[src/pkg/xce_pkg.sv]
// Constants, opcodes and carrier types for the extended execution unit.
// Assumes a 20-bit data path, a 16-bit memory port and a 32-bit AHB-Lite bus.
// Summary of operation
// - Address-word sign extend in memory: bit 7 to 19:8, clear 31:20.
// - Word sign extend in memory: bit 7 copied into bits 15:8.
// - Sign extend flags: N, Z from result, C is not Z, V cleared.
// - Test: destination plus all-ones plus one, unchanged, N Z set, C set.
// - Exclusive OR writes src xor dst at chosen width, source unchanged.
// - XOR flags: N top bit, Z zero, C not Z, V both negative.
// - Word XOR into a register clears register bits 19:16.
// - Address instructions use 20-bit register or immediate sources, or a memory target for branch and call.
// - Register add sums source into destination register, source kept.
// - Register add: N is bit 19, Z on zero, C on carry out.
// - Register add: V on same-sign operands giving opposite-sign result.
// - Branch loads 20-bit target into PC, any of seven modes, flags kept.
// - Memory target: low word at address, upper bits at address plus two.
// - Auto-increment target mode adds four to the pointer afterwards.
// - Indexed and symbolic targets use a signed 16-bit offset.
// - Call: target to temp, push PC 19:16, then PC 15:0, then load.
// - Call uses two stack words, keeps flags, pairs with return.
// - Return pops low word then upper bits, status bits kept.
// - Register sign extend copies bit 7 into bits 19:8.
package xce_pkg;
  // Register offsets (byte addresses).
  localparam logic [7:0] OFS_CTRL = 8'h00;
  localparam logic [7:0] OFS_SRC = 8'h04;
  localparam logic [7:0] OFS_DST = 8'h08;
  localparam logic [7:0] OFS_RES = 8'h0C;
  localparam logic [7:0] OFS_STATUS = 8'h10;
  localparam logic [7:0] OFS_PC = 8'h14;
  localparam logic [7:0] OFS_SP = 8'h18;
  localparam logic [7:0] OFS_PTR = 8'h1C;
  // Control register fields.
  localparam int CTRL_OP_LSB = 0;
  localparam int CTRL_SIZE_LSB = 4;
  localparam int CTRL_MODE_LSB = 8;
  localparam int CTRL_REGDST_BIT = 12;
  localparam int CTRL_OFS_LSB = 16;
  // Status register bit positions.
  localparam int ST_C = 0;
  localparam int ST_Z = 1;
  localparam int ST_N = 2;
  localparam int ST_GIE = 3;
  localparam int ST_CORE_OFF_BIT = 4;
  localparam int ST_OSCILLATOR_OFF_BIT = 5;
  localparam int ST_V = 8;
  // Reset values.
  localparam logic [19:0] PC_RST = 20'h00000;
  localparam logic [19:0] SP_RST = 20'h00A00;
  localparam logic [15:0] STATUS_RST = 16'h0000;
  // Stack and pointer steps in bytes.
  localparam logic [19:0] WORD_STEP = 20'h00002;
  localparam logic [19:0] PTR_STEP = 20'h00004;
  localparam logic [19:0] ALL_ONES20 = 20'hFFFFF;
  localparam logic [31:0] BUS_UNMAPPED = 32'h00000000;

  typedef enum logic [3:0] {
    OP_NONE = 4'b0000,
    OP_SIGN_EXT = 4'b0001,
    OP_TEST = 4'b0010,
    OP_XOR = 4'b0011,
    OP_ADD = 4'b0100,
    OP_BRANCH = 4'b0101,
    OP_CALL = 4'b0110,
    OP_RETURN = 4'b0111
  } xce_op_t;

  typedef enum logic [1:0] {
    SZ_BYTE = 2'b00,
    SZ_WORD = 2'b01,
    SZ_ADDR = 2'b10
  } xce_size_t;

  // Seven target modes of branch and call.
  typedef enum logic [2:0] {
    TM_IMM = 3'b000,
    TM_REG = 3'b001,
    TM_INDIRECT = 3'b010,
    TM_AUTOINC = 3'b011,
    TM_INDEXED = 3'b100,
    TM_SYMBOLIC = 3'b101,
    TM_ABSOLUTE = 3'b110
  } xce_tmode_t;

  typedef enum logic [3:0] {
    S_IDLE = 4'b0000,
    S_RD_LO = 4'b0001,
    S_RD_HI = 4'b0010,
    S_EXEC = 4'b0011,
    S_WR_LO = 4'b0100,
    S_WR_HI = 4'b0101,
    S_PUSH_HI = 4'b0110,
    S_PUSH_LO = 4'b0111,
    S_POP_LO = 4'b1000,
    S_POP_HI = 4'b1001
  } xce_state_t;

  typedef struct packed {
    logic req;
    logic we;
    logic [19:0] addr;
    logic [15:0] wdata;
  } xce_mem_req_t;

  typedef struct packed {
    logic ack;
    logic [15:0] rdata;
  } xce_mem_rsp_t;
endpackage : xce_pkg

[src/design/xce_exec.sv]
// Extended execution unit: sign extend, test, exclusive OR, 20-bit add,
// branch, call and return, started and observed over AHB-Lite.
// Assumes a 16-bit memory that acknowledges each request within a few cycles.
//
// Decided for this implementation: the AHB-Lite interface to the registers and the register addresses.
`timescale 1ns/1ps
module xce_exec #(
  parameter int DATA_W = 20
) (
  // Clock and reset
  input wire logic hclk,
  input wire logic hresetn,
  input wire logic clk_en,
  // AHB-Lite slave
  input wire logic hsel,
  input wire logic [31:0] haddr,
  input wire logic [1:0] htrans,
  input wire logic hwrite,
  input wire logic [2:0] hsize,
  input wire logic [31:0] hwdata,
  input wire logic hready,
  output logic hreadyout,
  output logic hresp,
  output logic [31:0] hrdata,
  // Memory port
  output xce_pkg::xce_mem_req_t mem_req,
  input wire xce_pkg::xce_mem_rsp_t mem_rsp,
  // Status
  output logic busy
);
  // The datapath below is written for 20 bits only.
  if (DATA_W != 20) begin : g_width_check
    $error("xce_exec supports only a 20-bit data path");
  end

  typedef struct packed {
    xce_pkg::xce_state_t st;
    logic [31:0] ctrl;
    logic [19:0] src;
    logic [19:0] dst;
    logic [19:0] res;
    logic [19:0] pc;
    logic [19:0] sp;
    logic [19:0] ptr;
    logic [19:0] tmp;
    logic [19:0] ea;
    logic [15:0] status;
    logic ap_valid;
    logic ap_write;
    logic [7:0] ap_addr;
    logic [31:0] rdata;
    xce_pkg::xce_mem_req_t mreq;
  } xce_regs_t;

  xce_regs_t st_r;
  xce_regs_t st_nxt;

  xce_pkg::xce_op_t op;
  xce_pkg::xce_size_t sz;
  xce_pkg::xce_tmode_t tm;
  logic reg_dst;
  logic [19:0] ofs;
  logic [19:0] mask;
  logic [19:0] topbit;
  logic [19:0] ext7;
  logic [19:0] xr;
  logic [20:0] sum;
  logic [19:0] tst;

  assign op = xce_pkg::xce_op_t'(st_r.ctrl[xce_pkg::CTRL_OP_LSB +: 4]);
  assign sz = xce_pkg::xce_size_t'(st_r.ctrl[xce_pkg::CTRL_SIZE_LSB +: 2]);
  assign tm = xce_pkg::xce_tmode_t'(st_r.ctrl[xce_pkg::CTRL_MODE_LSB +: 3]);
  assign reg_dst = st_r.ctrl[xce_pkg::CTRL_REGDST_BIT];
  // Offset of the control word in its data phase; signed 16 bits, so the
  // reach is limited to +/-32K.
  assign ofs = {{4{hwdata[31]}}, hwdata[xce_pkg::CTRL_OFS_LSB +: 16]};

  // Width mask and sign position follow the size suffix.
  always_comb begin
    case (sz)
      xce_pkg::SZ_BYTE: begin
        mask = 20'h000FF;
        topbit = 20'h00080;
      end
      xce_pkg::SZ_WORD: begin
        mask = 20'h0FFFF;
        topbit = 20'h08000;
      end
      default: begin
        mask = 20'hFFFFF;
        topbit = 20'h80000;
      end
    endcase
  end

  // Bit 7 copied upward, then cut to width.
  assign ext7 = {{12{st_r.dst[7]}}, st_r.dst[7:0]} &
                ((reg_dst || sz == xce_pkg::SZ_ADDR) ? 20'hFFFFF : 20'h0FFFF);
  assign xr = (st_r.src ^ st_r.dst) & mask;
  assign sum = {1'b0, st_r.src} + {1'b0, st_r.dst};
  // All-ones plus one at width gives the destination itself.
  assign tst = (st_r.dst + (xce_pkg::ALL_ONES20 & mask) + 20'h00001) & mask;

  always_comb begin
    logic [19:0] r;
    logic [19:0] tgt;
    logic zf;
    st_nxt = st_r;
    r = 20'h00000;
    tgt = 20'h00000;
    zf = 1'b0;
    // Bus address phase capture; register access completes one cycle later.
    st_nxt.ap_valid = hsel && htrans[1] && hready;
    st_nxt.ap_write = hwrite;
    st_nxt.ap_addr = haddr[7:0];
    if (st_r.ap_valid && !st_r.ap_write) begin
      case (st_r.ap_addr)
        xce_pkg::OFS_CTRL: st_nxt.rdata = st_r.ctrl;
        xce_pkg::OFS_SRC: st_nxt.rdata = {12'h000, st_r.src};
        xce_pkg::OFS_DST: st_nxt.rdata = {12'h000, st_r.dst};
        xce_pkg::OFS_RES: st_nxt.rdata = {12'h000, st_r.res};
        xce_pkg::OFS_STATUS: st_nxt.rdata = {16'h0000, st_r.status};
        xce_pkg::OFS_PC: st_nxt.rdata = {12'h000, st_r.pc};
        xce_pkg::OFS_SP: st_nxt.rdata = {12'h000, st_r.sp};
        xce_pkg::OFS_PTR: st_nxt.rdata = {12'h000, st_r.ptr};
        default: st_nxt.rdata = xce_pkg::BUS_UNMAPPED;
      endcase
    end
    if (st_r.ap_valid && st_r.ap_write && st_r.st == xce_pkg::S_IDLE) begin
      case (st_r.ap_addr)
        xce_pkg::OFS_CTRL: st_nxt.ctrl = hwdata;
        xce_pkg::OFS_SRC: st_nxt.src = hwdata[19:0];
        xce_pkg::OFS_DST: st_nxt.dst = hwdata[19:0];
        xce_pkg::OFS_STATUS: st_nxt.status = hwdata[15:0];
        xce_pkg::OFS_PC: st_nxt.pc = hwdata[19:0];
        xce_pkg::OFS_SP: st_nxt.sp = hwdata[19:0];
        xce_pkg::OFS_PTR: st_nxt.ptr = hwdata[19:0];
        default: st_nxt.ctrl = st_r.ctrl;
      endcase
    end
    if (st_r.mreq.req && mem_rsp.ack) begin
      st_nxt.mreq.req = 1'b0;
    end
    case (st_r.st)
      xce_pkg::S_IDLE: begin
        // A control write with a non-zero opcode starts the operation.
        if (st_r.ap_valid && st_r.ap_write &&
            st_r.ap_addr == xce_pkg::OFS_CTRL && hwdata[3:0] != 4'h0) begin
          st_nxt.st = xce_pkg::S_EXEC;
          st_nxt.ea = st_r.ptr;
          if (hwdata[3:0] == 4'(xce_pkg::OP_RETURN)) begin
            st_nxt.st = xce_pkg::S_POP_LO;
            st_nxt.ea = st_r.sp;
            st_nxt.mreq = '{1'b1, 1'b0, st_r.sp, 16'h0000};
          end else if (hwdata[3:0] == 4'(xce_pkg::OP_BRANCH) ||
                       hwdata[3:0] == 4'(xce_pkg::OP_CALL)) begin
            // Address instructions take register or immediate values, or read the target from memory.
            case (xce_pkg::xce_tmode_t'(hwdata[10:8]))
              xce_pkg::TM_IMM, xce_pkg::TM_REG: st_nxt.st = xce_pkg::S_EXEC;
              xce_pkg::TM_INDEXED:
                st_nxt.ea = st_r.ptr + ofs;
              xce_pkg::TM_SYMBOLIC:
                st_nxt.ea = st_r.pc + ofs;
              xce_pkg::TM_ABSOLUTE: st_nxt.ea = st_r.src;
              default: st_nxt.ea = st_r.ptr;
            endcase
            if (hwdata[10:8] > 3'b001) begin
              st_nxt.st = xce_pkg::S_RD_LO;
            end
          end else if (!hwdata[12] && (hwdata[3:0] == 4'(xce_pkg::OP_SIGN_EXT)
                       || hwdata[3:0] == 4'(xce_pkg::OP_TEST)
                       || hwdata[3:0] == 4'(xce_pkg::OP_XOR))) begin
            // Memory destination: fetch it from the pointer first.
            st_nxt.st = xce_pkg::S_RD_LO;
          end
        end
      end
      xce_pkg::S_RD_LO: begin
        if (!st_r.mreq.req) begin
          st_nxt.mreq = '{1'b1, 1'b0, st_r.ea, 16'h0000};
        end else if (mem_rsp.ack) begin
          if (op == xce_pkg::OP_BRANCH || op == xce_pkg::OP_CALL) begin
            st_nxt.tmp[15:0] = mem_rsp.rdata;
          end else begin
            st_nxt.dst[15:0] = mem_rsp.rdata;
          end
          st_nxt.st = (op == xce_pkg::OP_BRANCH || op == xce_pkg::OP_CALL ||
                      sz == xce_pkg::SZ_ADDR) ? xce_pkg::S_RD_HI
                                              : xce_pkg::S_EXEC;
        end
      end
      xce_pkg::S_RD_HI: begin
        // Upper bits live in the following word.
        if (!st_r.mreq.req) begin
          st_nxt.mreq = '{1'b1, 1'b0, st_r.ea + xce_pkg::WORD_STEP, 16'h0000};
        end else if (mem_rsp.ack) begin
          if (op == xce_pkg::OP_BRANCH || op == xce_pkg::OP_CALL) begin
            st_nxt.tmp[19:16] = mem_rsp.rdata[3:0];
          end else begin
            st_nxt.dst[19:16] = mem_rsp.rdata[3:0];
          end
          st_nxt.st = xce_pkg::S_EXEC;
          if (tm == xce_pkg::TM_AUTOINC &&
              (op == xce_pkg::OP_BRANCH || op == xce_pkg::OP_CALL)) begin
            st_nxt.ptr = st_r.ptr + xce_pkg::PTR_STEP;
          end
        end
      end
      xce_pkg::S_EXEC: begin
        st_nxt.st = xce_pkg::S_IDLE;
        // Mode bits are never written below.
        case (op)
          xce_pkg::OP_SIGN_EXT: begin
            r = ext7;
            zf = ((r & mask) == 20'h00000) && (ext7 == 20'h00000);
            st_nxt.status[xce_pkg::ST_N] = |(r & topbit);
            st_nxt.status[xce_pkg::ST_Z] = (r == 20'h00000);
            st_nxt.status[xce_pkg::ST_C] = (r != 20'h00000);
            st_nxt.status[xce_pkg::ST_V] = 1'b0;
          end
          xce_pkg::OP_TEST: begin
            r = st_r.dst;
            st_nxt.status[xce_pkg::ST_N] = |(tst & topbit);
            st_nxt.status[xce_pkg::ST_Z] = (tst == 20'h00000);
            st_nxt.status[xce_pkg::ST_C] = 1'b1;
            st_nxt.status[xce_pkg::ST_V] = 1'b0;
          end
          xce_pkg::OP_XOR: begin
            r = xr;
            st_nxt.status[xce_pkg::ST_N] = |(xr & topbit);
            st_nxt.status[xce_pkg::ST_Z] = (xr == 20'h00000);
            st_nxt.status[xce_pkg::ST_C] = (xr != 20'h00000);
            st_nxt.status[xce_pkg::ST_V] = |(st_r.src & st_r.dst & topbit);
          end
          xce_pkg::OP_ADD: begin
            r = sum[19:0];
            st_nxt.dst = sum[19:0];
            st_nxt.status[xce_pkg::ST_N] = sum[19];
            st_nxt.status[xce_pkg::ST_Z] = (sum[19:0] == 20'h00000);
            st_nxt.status[xce_pkg::ST_C] = sum[20];
            st_nxt.status[xce_pkg::ST_V] = (st_r.src[19] == st_r.dst[19]) &&
                                     (sum[19] != st_r.src[19]);
          end
          xce_pkg::OP_BRANCH, xce_pkg::OP_CALL: begin
            if (tm == xce_pkg::TM_IMM || tm == xce_pkg::TM_REG) begin
              tgt = st_r.src;
            end else begin
              tgt = st_r.tmp;
            end
            st_nxt.tmp = tgt;
            if (op == xce_pkg::OP_BRANCH) begin
              st_nxt.pc = tgt;
            end else begin
              // Target is latched into tmp at the same edge as the first stack step.
              st_nxt.sp = st_r.sp - xce_pkg::WORD_STEP;
              st_nxt.st = xce_pkg::S_PUSH_HI;
              st_nxt.mreq = '{1'b1, 1'b1, st_r.sp - xce_pkg::WORD_STEP,
                              {12'h000, st_r.pc[19:16]}};
            end
          end
          default: r = st_r.res;
        endcase
        st_nxt.res = r;
        // Write back a memory destination for sign extend and XOR.
        if (!reg_dst && (op == xce_pkg::OP_SIGN_EXT ||
                         op == xce_pkg::OP_XOR)) begin
          st_nxt.st = xce_pkg::S_WR_LO;
          st_nxt.mreq = '{1'b1, 1'b1, st_r.ptr, r[15:0]};
          if (sz == xce_pkg::SZ_BYTE) begin
            // A byte destination keeps the other byte of its word.
            st_nxt.mreq.wdata[15:8] = st_r.dst[15:8];
          end
        end else if (op == xce_pkg::OP_SIGN_EXT || op == xce_pkg::OP_XOR) begin
          st_nxt.dst = r;
        end
        if (zf) begin
          st_nxt.res = 20'h00000;
        end
      end
      xce_pkg::S_WR_LO: begin
        if (mem_rsp.ack) begin
          st_nxt.st = xce_pkg::S_IDLE;
          if (sz == xce_pkg::SZ_ADDR) begin
            // Bits 31:20 of the following word are cleared.
            st_nxt.st = xce_pkg::S_WR_HI;
            st_nxt.mreq = '{1'b1, 1'b1, st_r.ptr + xce_pkg::WORD_STEP,
                            {12'h000, st_r.res[19:16]}};
          end
        end
      end
      xce_pkg::S_WR_HI: begin
        if (mem_rsp.ack) begin
          st_nxt.st = xce_pkg::S_IDLE;
        end
      end
      xce_pkg::S_PUSH_HI: begin
        if (mem_rsp.ack) begin
          st_nxt.sp = st_r.sp - xce_pkg::WORD_STEP;
          st_nxt.st = xce_pkg::S_PUSH_LO;
          st_nxt.mreq = '{1'b1, 1'b1, st_r.sp - xce_pkg::WORD_STEP,
                          st_r.pc[15:0]};
        end
      end
      xce_pkg::S_PUSH_LO: begin
        if (mem_rsp.ack) begin
          st_nxt.pc = st_r.tmp;
          st_nxt.st = xce_pkg::S_IDLE;
        end
      end
      xce_pkg::S_POP_LO: begin
        if (mem_rsp.ack) begin
          st_nxt.pc[15:0] = mem_rsp.rdata;
          st_nxt.sp = st_r.sp + xce_pkg::WORD_STEP;
          st_nxt.st = xce_pkg::S_POP_HI;
          st_nxt.mreq = '{1'b1, 1'b0, st_r.sp + xce_pkg::WORD_STEP, 16'h0000};
        end
      end
      xce_pkg::S_POP_HI: begin
        if (mem_rsp.ack) begin
          st_nxt.pc[19:16] = mem_rsp.rdata[3:0];
          st_nxt.sp = st_r.sp + xce_pkg::WORD_STEP;
          st_nxt.st = xce_pkg::S_IDLE;
        end
      end
      default: st_nxt.st = xce_pkg::S_IDLE;
    endcase
  end

  always_ff @(posedge hclk or negedge hresetn) begin
    if (!hresetn) begin
      st_r <= '0;
      st_r.pc <= xce_pkg::PC_RST;
      st_r.sp <= xce_pkg::SP_RST;
      st_r.status <= xce_pkg::STATUS_RST;
    end else if (clk_en) begin
      st_r <= st_nxt;
    end
  end

  // A read gets one wait state so that its data come from a flip-flop
  // while hready is high; writes have none. The answer is always OKAY.
  assign hreadyout = !(st_r.ap_valid && !st_r.ap_write);
  assign hresp = 1'b0;
  assign hrdata = st_r.rdata;
  assign mem_req = st_r.mreq;
  assign busy = (st_r.st != xce_pkg::S_IDLE);
endmodule : xce_exec

[config.mk]
export PLATFORM = sky130hd
export DESIGN_NAME = xce_exec
export DESIGN_NICKNAME = d
export VERILOG_FILES = /design/src/pkg/xce_pkg.sv /design/src/design/xce_exec.sv
export SDC_FILE = /design/constraint.sdc
export NUM_CORES = 1
export LEC_CHECK = 0
export BUFFER_PORTS_ARGS = -buffer_cell sky130_fd_sc_hd__buf_2
export CAP_MARGIN = 20
export CORE_MARGIN = 3
export CORE_UTILIZATION = 46
export DETAILED_ROUTE_END_ITERATION = 7
export SLEW_MARGIN = 30
export SYNTH_ARGS = -nofsm -noshare
export SYNTH_HDL_FRONTEND = slang
export SYNTH_SLANG_ARGS = --single-unit
[constraint.sdc]
create_clock -name hclk -period 4.2 [get_ports hclk]
set_clock_uncertainty 0.1 [all_clocks]
set_input_delay 0.42 -clock hclk [delete_from_list [all_inputs] [get_ports hclk]]
set_output_delay 0.42 -clock hclk [all_outputs]
set_load 0.01 [all_outputs]
# Word-level counts from Yosys, hierarchy flattened
# Index checks and enable logic that the tools add are counted.
totals:
  regBits: 292
  inputBits: 92
  wordCells: 245
op_classes:
  add_sub_neg: 10
  n_lt_le_gt_ge: 1
  eq_ne: 55
  mux: 90
  bitwise_logic: 10
  n_reduce_logical: 58
op_table:
  columns: ["op", "count"]
  rows:
  - ["$mux W20", 21]
  - ["$mux W38", 11]
  - ["$pmux W38 S7", 1]
  - ["$pmux W32 S8", 1]
  - ["$and A20 B20 Y20", 9]
  - ["$logic_not A20 Y1", 5]
  - ["$pmux W20 S5", 1]
  - ["$mux W16", 6]
  - ["$pmux W20 S2", 2]
  - ["$pmux W20 S4", 1]
  - ["$reduce_or A20 Y1", 4]
  - ["$mux W4", 17]
  - ["$pmux W16 S2", 2]
  - ["$add A20 B2 Y20 const B", 3]
  - ["$add A20 B20 Y20", 3]
  - ["$mux W60", 1]
  - ["$pmux W20 S3", 1]
  - ["$mux W24", 2]
  - ["$pmux W16 S3", 1]
  - ["$eq A4 B3 Y1 const B", 10]
  - ["$mux W40", 1]
  - ["$reduce_bool A20 Y1", 2]
  - ["$mux W36", 1]
  - ["$eq A8 B5 Y1 const B", 4]
  - ["other kinds (49)", 114]

# Depth between registers and ports, before layout
logic_depth:
  depth_word: 10
  ltp_mapped: 16
  ltp_nobuf: 14

# Worst setup path after synthesis
# No wires, ideal clock.
synth_timing:
  kind: "input -> register"
  startpoint: "input port hwdata[10]"
  endpoint: "register st_r[115] in the netlist's numbering"
  t_arrival_ns: 3.720
  required_ns: 3.980
  slack_ns: 0.260
  cell_stages: 13
  cell_sequence: "nor2b_1 > clkbuf_1 > nand2_1 > clkbuf_1 > mux2_2 > ha_1 > or3_1 > o2111ai_1 > a21boi_0 > or4_1 > o211ai_1 > or3b_1 > o211a_1"
synth_between:
  elab_chain_cells: 4
  elab_cells_between_ends: 6
  classes_between: "eq/ne (3); mux (3)"
synth_rtl:
  columns: ["element", "line_no", "text"]
  rows:
  - ["start, declared", "xce_exec.sv:20", "input wire logic [31:0] hwdata,"]
  - ["$eq A3 B3 Y1", "xce_exec.sv:158", "case (xce_pkg::xce_tmode_t'(hwdata[10:8]))"]
  - ["$pmux W20 S3 (*)", "xce_exec.sv:158", null]
  - ["$mux W20 (*)", "xce_exec.sv:155", "end else if (hwdata[3:0] == 4'(xce_pkg::OP_BRANCH) ||"]
  - ["$mux W20 (*)", "xce_exec.sv:151", "if (hwdata[3:0] == 4'(xce_pkg::OP_RETURN)) begin"]
  - ["end signal, assigned", "xce_exec.sv:336", "st_r <= st_nxt;"]
  - ["end, declared", "xce_exec.sv:55", "xce_regs_t st_r;"]
# Every way passes the cells marked *; elsewhere a longest branch is shown, timed or not.
# A chain may end at the register's enable or synchronous reset.

# Worst setup path after layout
layout_timing:
  startpoint: "register st_r[236] in the netlist's numbering"
  endpoint: "register st_r, in the netlist mem_req[14]"
layout_between:
  elab_chain_cells: 5
layout_rtl:
  columns: ["element", "line_no", "text"]
  rows:
  - ["$add A20 B20 Y21", "xce_exec.sv:100", "assign sum = {1'b0, st_r.src} + {1'b0, st_r.dst};"]
  - ["$pmux W20 S5", "xce_exec.sv:212", "case (op)"]
  - ["$mux W8", "xce_exec.sv:269", "if (sz == xce_pkg::SZ_BYTE) begin"]
  - ["$mux W38", "xce_exec.sv:265", "if (!reg_dst && (op == xce_pkg::OP_SIGN_EXT ||"]
  - ["$pmux W38 S7", "xce_exec.sv:144", "case (st_r.st)"]
# No other way between the ends.

==> reports/summary.txt <==
====================================================================================================
Count of input and output buffers                                                                135
Clock tree sinks                                                                                 292
Wire length after detailed routing                                                            113 mm
Synthesized instance count                                                                      2846
Net switching power                                                                          6.53 mW
Setup repair after global routing missed its margin                                            false
Share of post-route cells with drive strength above 1                                          18.8%
Synthesized netlist net count                                                                   2995
Global Route Usage Sum                                                                         41.4%
IO Count                                                                                         165
Violation count after the first detailed-route iteration                                        3236
Largest net degree at the start of global routing                                                115
Per-instance average area after synthesis                                                   8.20 µm²
Die footprint                                                                              53500 µm²
Number of hold violations in the final report                                                      0
Critical path arrival                                                                        4140 ps
Height of the die                                                                             231 µm
Type of destination of the critical path                                                   flip-flop
Crit path required time                                                                      4590 ps
Int Pwr                                                                                      7.90 mW
Start of the worst register-to-register path                                               st_r[236]
Antenna Violating Nets Remaining                                                                   0
Cell Area, Synth                                                                           23300 µm²
Clock network power share                                                                      24.3%
CTS max path bufs                                                                                  3
DR vias/cell                                                                                    7.02
Terminus of the critical flop-to-flop path                                               mem_req[14]
Final setup violation count                                                                        0
Via count                                                                                      25000
Final Wtd Congestion                                                                            1.04
Synthesized flop and latch total                                                                 292
Run status                                                                                 completed
Number of antenna violations at the first check in global routing                                  8
Remaining global-route overflow                                                                    0
Fill cell count                                                                                 4816
# DRC                                                                                              0
Core Area                                                                                  49600 µm²
Post-layout util                                                                               52.5%
Final Net Count                                                                                 3008
Fin crit share                                                                                 89.1%
CTS tree                                                                                        done
Yosys synthesis warning count                                                                      0
Most common library cell in the layout ignoring fill and taps                           sky130_fd_sc_hd__dfrtp_1
Average wire per cell in the routed design                                                   31.7 µm
Cts bufs inserted                                                                                 38
Combinational fraction of design power                                                         45.1%
Top fanout value on the critical path                                                              6
Root buffer cell                                                                        sky130_fd_sc_hd__clkbuf_16
Terminating pin of the worst hold path                                                     st_r[279]
CTS HTree Levels                                                                                   2
Yosys cell types                                                                                  95
Reg2reg setup slack                                                                           460 ps
Post-cts resize count                                                                              0
Most frequent cells in the layout                                                       290 x sky130_fd_sc_hd__dfrtp_1, 273 x sky130_fd_sc_hd__nand2_1, 254 x sky130_fd_sc_hd__nor2_1
Maximum vdd drop                                                                          0.000376 V
Detailed-router iteration count before antenna repair                                              6
Count of flip-flops with a built-in enable after synthesis                                         0
Max frequency                                                                                267 MHz
Cell leakage power                                                                           10.9 nW
Dominant register cell in the synthesized netlist                                       sky130_fd_sc_hd__dfrtp_1
Area added between synthesis and finish                                                        11.6%
Vias in the first global route                                                                 23600
Clock-pin slew reported for the worst setup and hold paths after clock tree synthesis          60 ps
Die W                                                                                         231 µm
Switching power share of the total                                                             45.2%
Clock period minus final worst setup slack                                                   3740 ps
Seq. cell area                                                                              7310 µm²
Worst min-delay path category                                                           primary input to flip-flop
Sum of negative setup slack                                                                     0 ps
Kind of start point of the critical path                                                   flip-flop
Worst rel slew slack                                                                           26.7%
Cell row count                                                                                    81
Footprint of the multi-input gates                                                         14400 µm²
Max-cap violation count                                                                            0
Insertion delay of the later-clocked pin in the worst-skew pair                               600 ps
Global-route wire length before repair                                                        163 mm
Seq/Total Area, Yosys                                                                          31.3%
Setup CP Type                                                                           flip-flop to flip-flop
Worst hold path stage count                                                                        2
Final count of pins violating max slew                                                             0
Total power density per cell area                                                         554 nW/µm²
Share of power burned in registers                                                             30.6%
Worst Tran Pin Value                                                                         1090 ps
Hold path start                                                                           hwdata[23]
DP Wirelength                                                                                82.2 mm
Path depth of the worst reg2reg path                                                              12
Share of synthesized registers carrying an async set or reset                                   100%
Initial standard-cell utilization of the core                                                  47.1%
====================================================================================================
-- sequential cells by signal, indices dropped and copies added, names as in the netlist --
name,flops
reg_dst,1
st_r,217
op,4
hrdata,32
mem_req,38
-- critical path, cell delays in order, from the launching register on --
cell and delay [ps]:
sky130_fd_sc_hd__dfrtp_1 560, sky130_fd_sc_hd__ha_1 230, sky130_fd_sc_hd__inv_1 50, sky130_fd_sc_hd__fa_1 430, sky130_fd_sc_hd__nand2b_1 220, sky130_fd_sc_hd__a21oi_1 160
sky130_fd_sc_hd__buf_4 160, sky130_fd_sc_hd__o311ai_1 150, sky130_fd_sc_hd__a211oi_1 470, sky130_fd_sc_hd__nor3_1 140, sky130_fd_sc_hd__nor3_1 500, sky130_fd_sc_hd__o221ai_1 210
sky130_fd_sc_hd__a41oi_1 240
-- area by class of cell --
| type | count | share of cell area (%) |
|---|---|---|
| flip-flops and latches | 292 | 28.1 |
| clock buffers | 52 | 4.12 |
| multi-input cells | 2196 | 55.4 |
| diodes | 12 | 0.115 |
| repair buffers | 294 | 7.63 |
| well taps | 664 | 3.19 |
| clock inverters | 18 | 0.971 |
| inverters | 37 | 0.533 |
-- timing repair --
item                      4_1_cts  5_1_grt
buffers inserted                0        0
hold endpoints to repair      120        0
hold buffers                   12        0
-- routing by layer --
metal  part of all wire (%)  global-route usage, %
met5                  0.011                      0
met4                    9.2                   30.8
met3                     11                   11.1
met2                     42                   60.3
met1                     37                   52.7
-- metrics by stage --
| stage | setup slack, ps | hold slack [ps] | cell area (µm²) | power [mW] | cells |
|---|---|---|---|---|---|
| 5_1_grt | 314 | 9.93 | 26000 | 15.0 | 3554 |
| 4_1_cts | 574 | 0.174 | 26000 | 14.2 | 3552 |
| 6_report | 457 | 7.35 | 26000 | 14.4 | 3565 |
| 3_5_place_dp | 363 | 360 | 24500 | 10.6 | 3470 |
| 2_1_floorplan | 260 | 24.4 | 23300 | 8.27 | 2846 |
| 3_3_place_gp | 355 | 359 | 24500 | 10.5 | 3470 |
-- cells in the mapped netlist (all sizes together), types with 27 or more instances --
cell type / n / share of area (%)
o22ai: 58 / 1.6
clkbuf: 207 / 3.3
nor2: 254 / 4.1
ha: 54 / 2.9
a221oi: 30 / 1.1
a21o: 30 / 0.97
o211ai: 37 / 1.2
a31oi: 55 / 1.5
and3: 27 / 0.72
a22oi: 70 / 2.3
nor3: 52 / 1.3
inv: 37 / 0.60
xnor2: 46 / 1.7
buf: 114 / 3.2
mux2: 144 / 7.0
xor2: 38 / 1.4
nand2: 274 / 4.4
nand3: 86 / 1.8
dfrtp: 290 / 31
a21oi: 224 / 4.8
o21ai: 225 / 4.8
a22o: 46 / 1.7
mux2i: 34 / 1.5
-- cells by family (layout without fill, tap and decap cells) --
kind of cell	count (synthesis)	in the layout	synth area share (%)
AOI/OAI and AO/OA	991	991	28.2
and+or+nand+nor	879	879	18.0
buffers and inverters	358	401	7.10
DFF	292	292	31.3
muxes	184	184	8.99
xor gates and xnor gates	84	84	3.15
adders and majority gates	57	57	3.15
other	1	13	0.0161
-- how the worst max path moves through the flow --
stage / startpoint / to / slack (ps)
final: st_r[236] / mem_req[14] / 460
after global routing: st_r[236] / mem_req[14] / 310
after CTS: st_r[236] / mem_req[14] / 570
after detailed placement: hwdata[10] / st_r[115] / 360
after global placement: hwdata[10] / st_r[115] / 360
after floorplan: hwdata[10] / st_r[115] / 260
-- power by group through the flow --
stage	Clock, mW	Combinational [mW]	Sequential [mW]
floorplan	0	4.47	3.80
global placement	0	6.18	4.36
detailed placement	0	6.26	4.38
CTS	3.52	6.31	4.33
global route	3.66	6.95	4.41
finish	3.51	6.51	4.41
(Power assumes the default switching activity.)
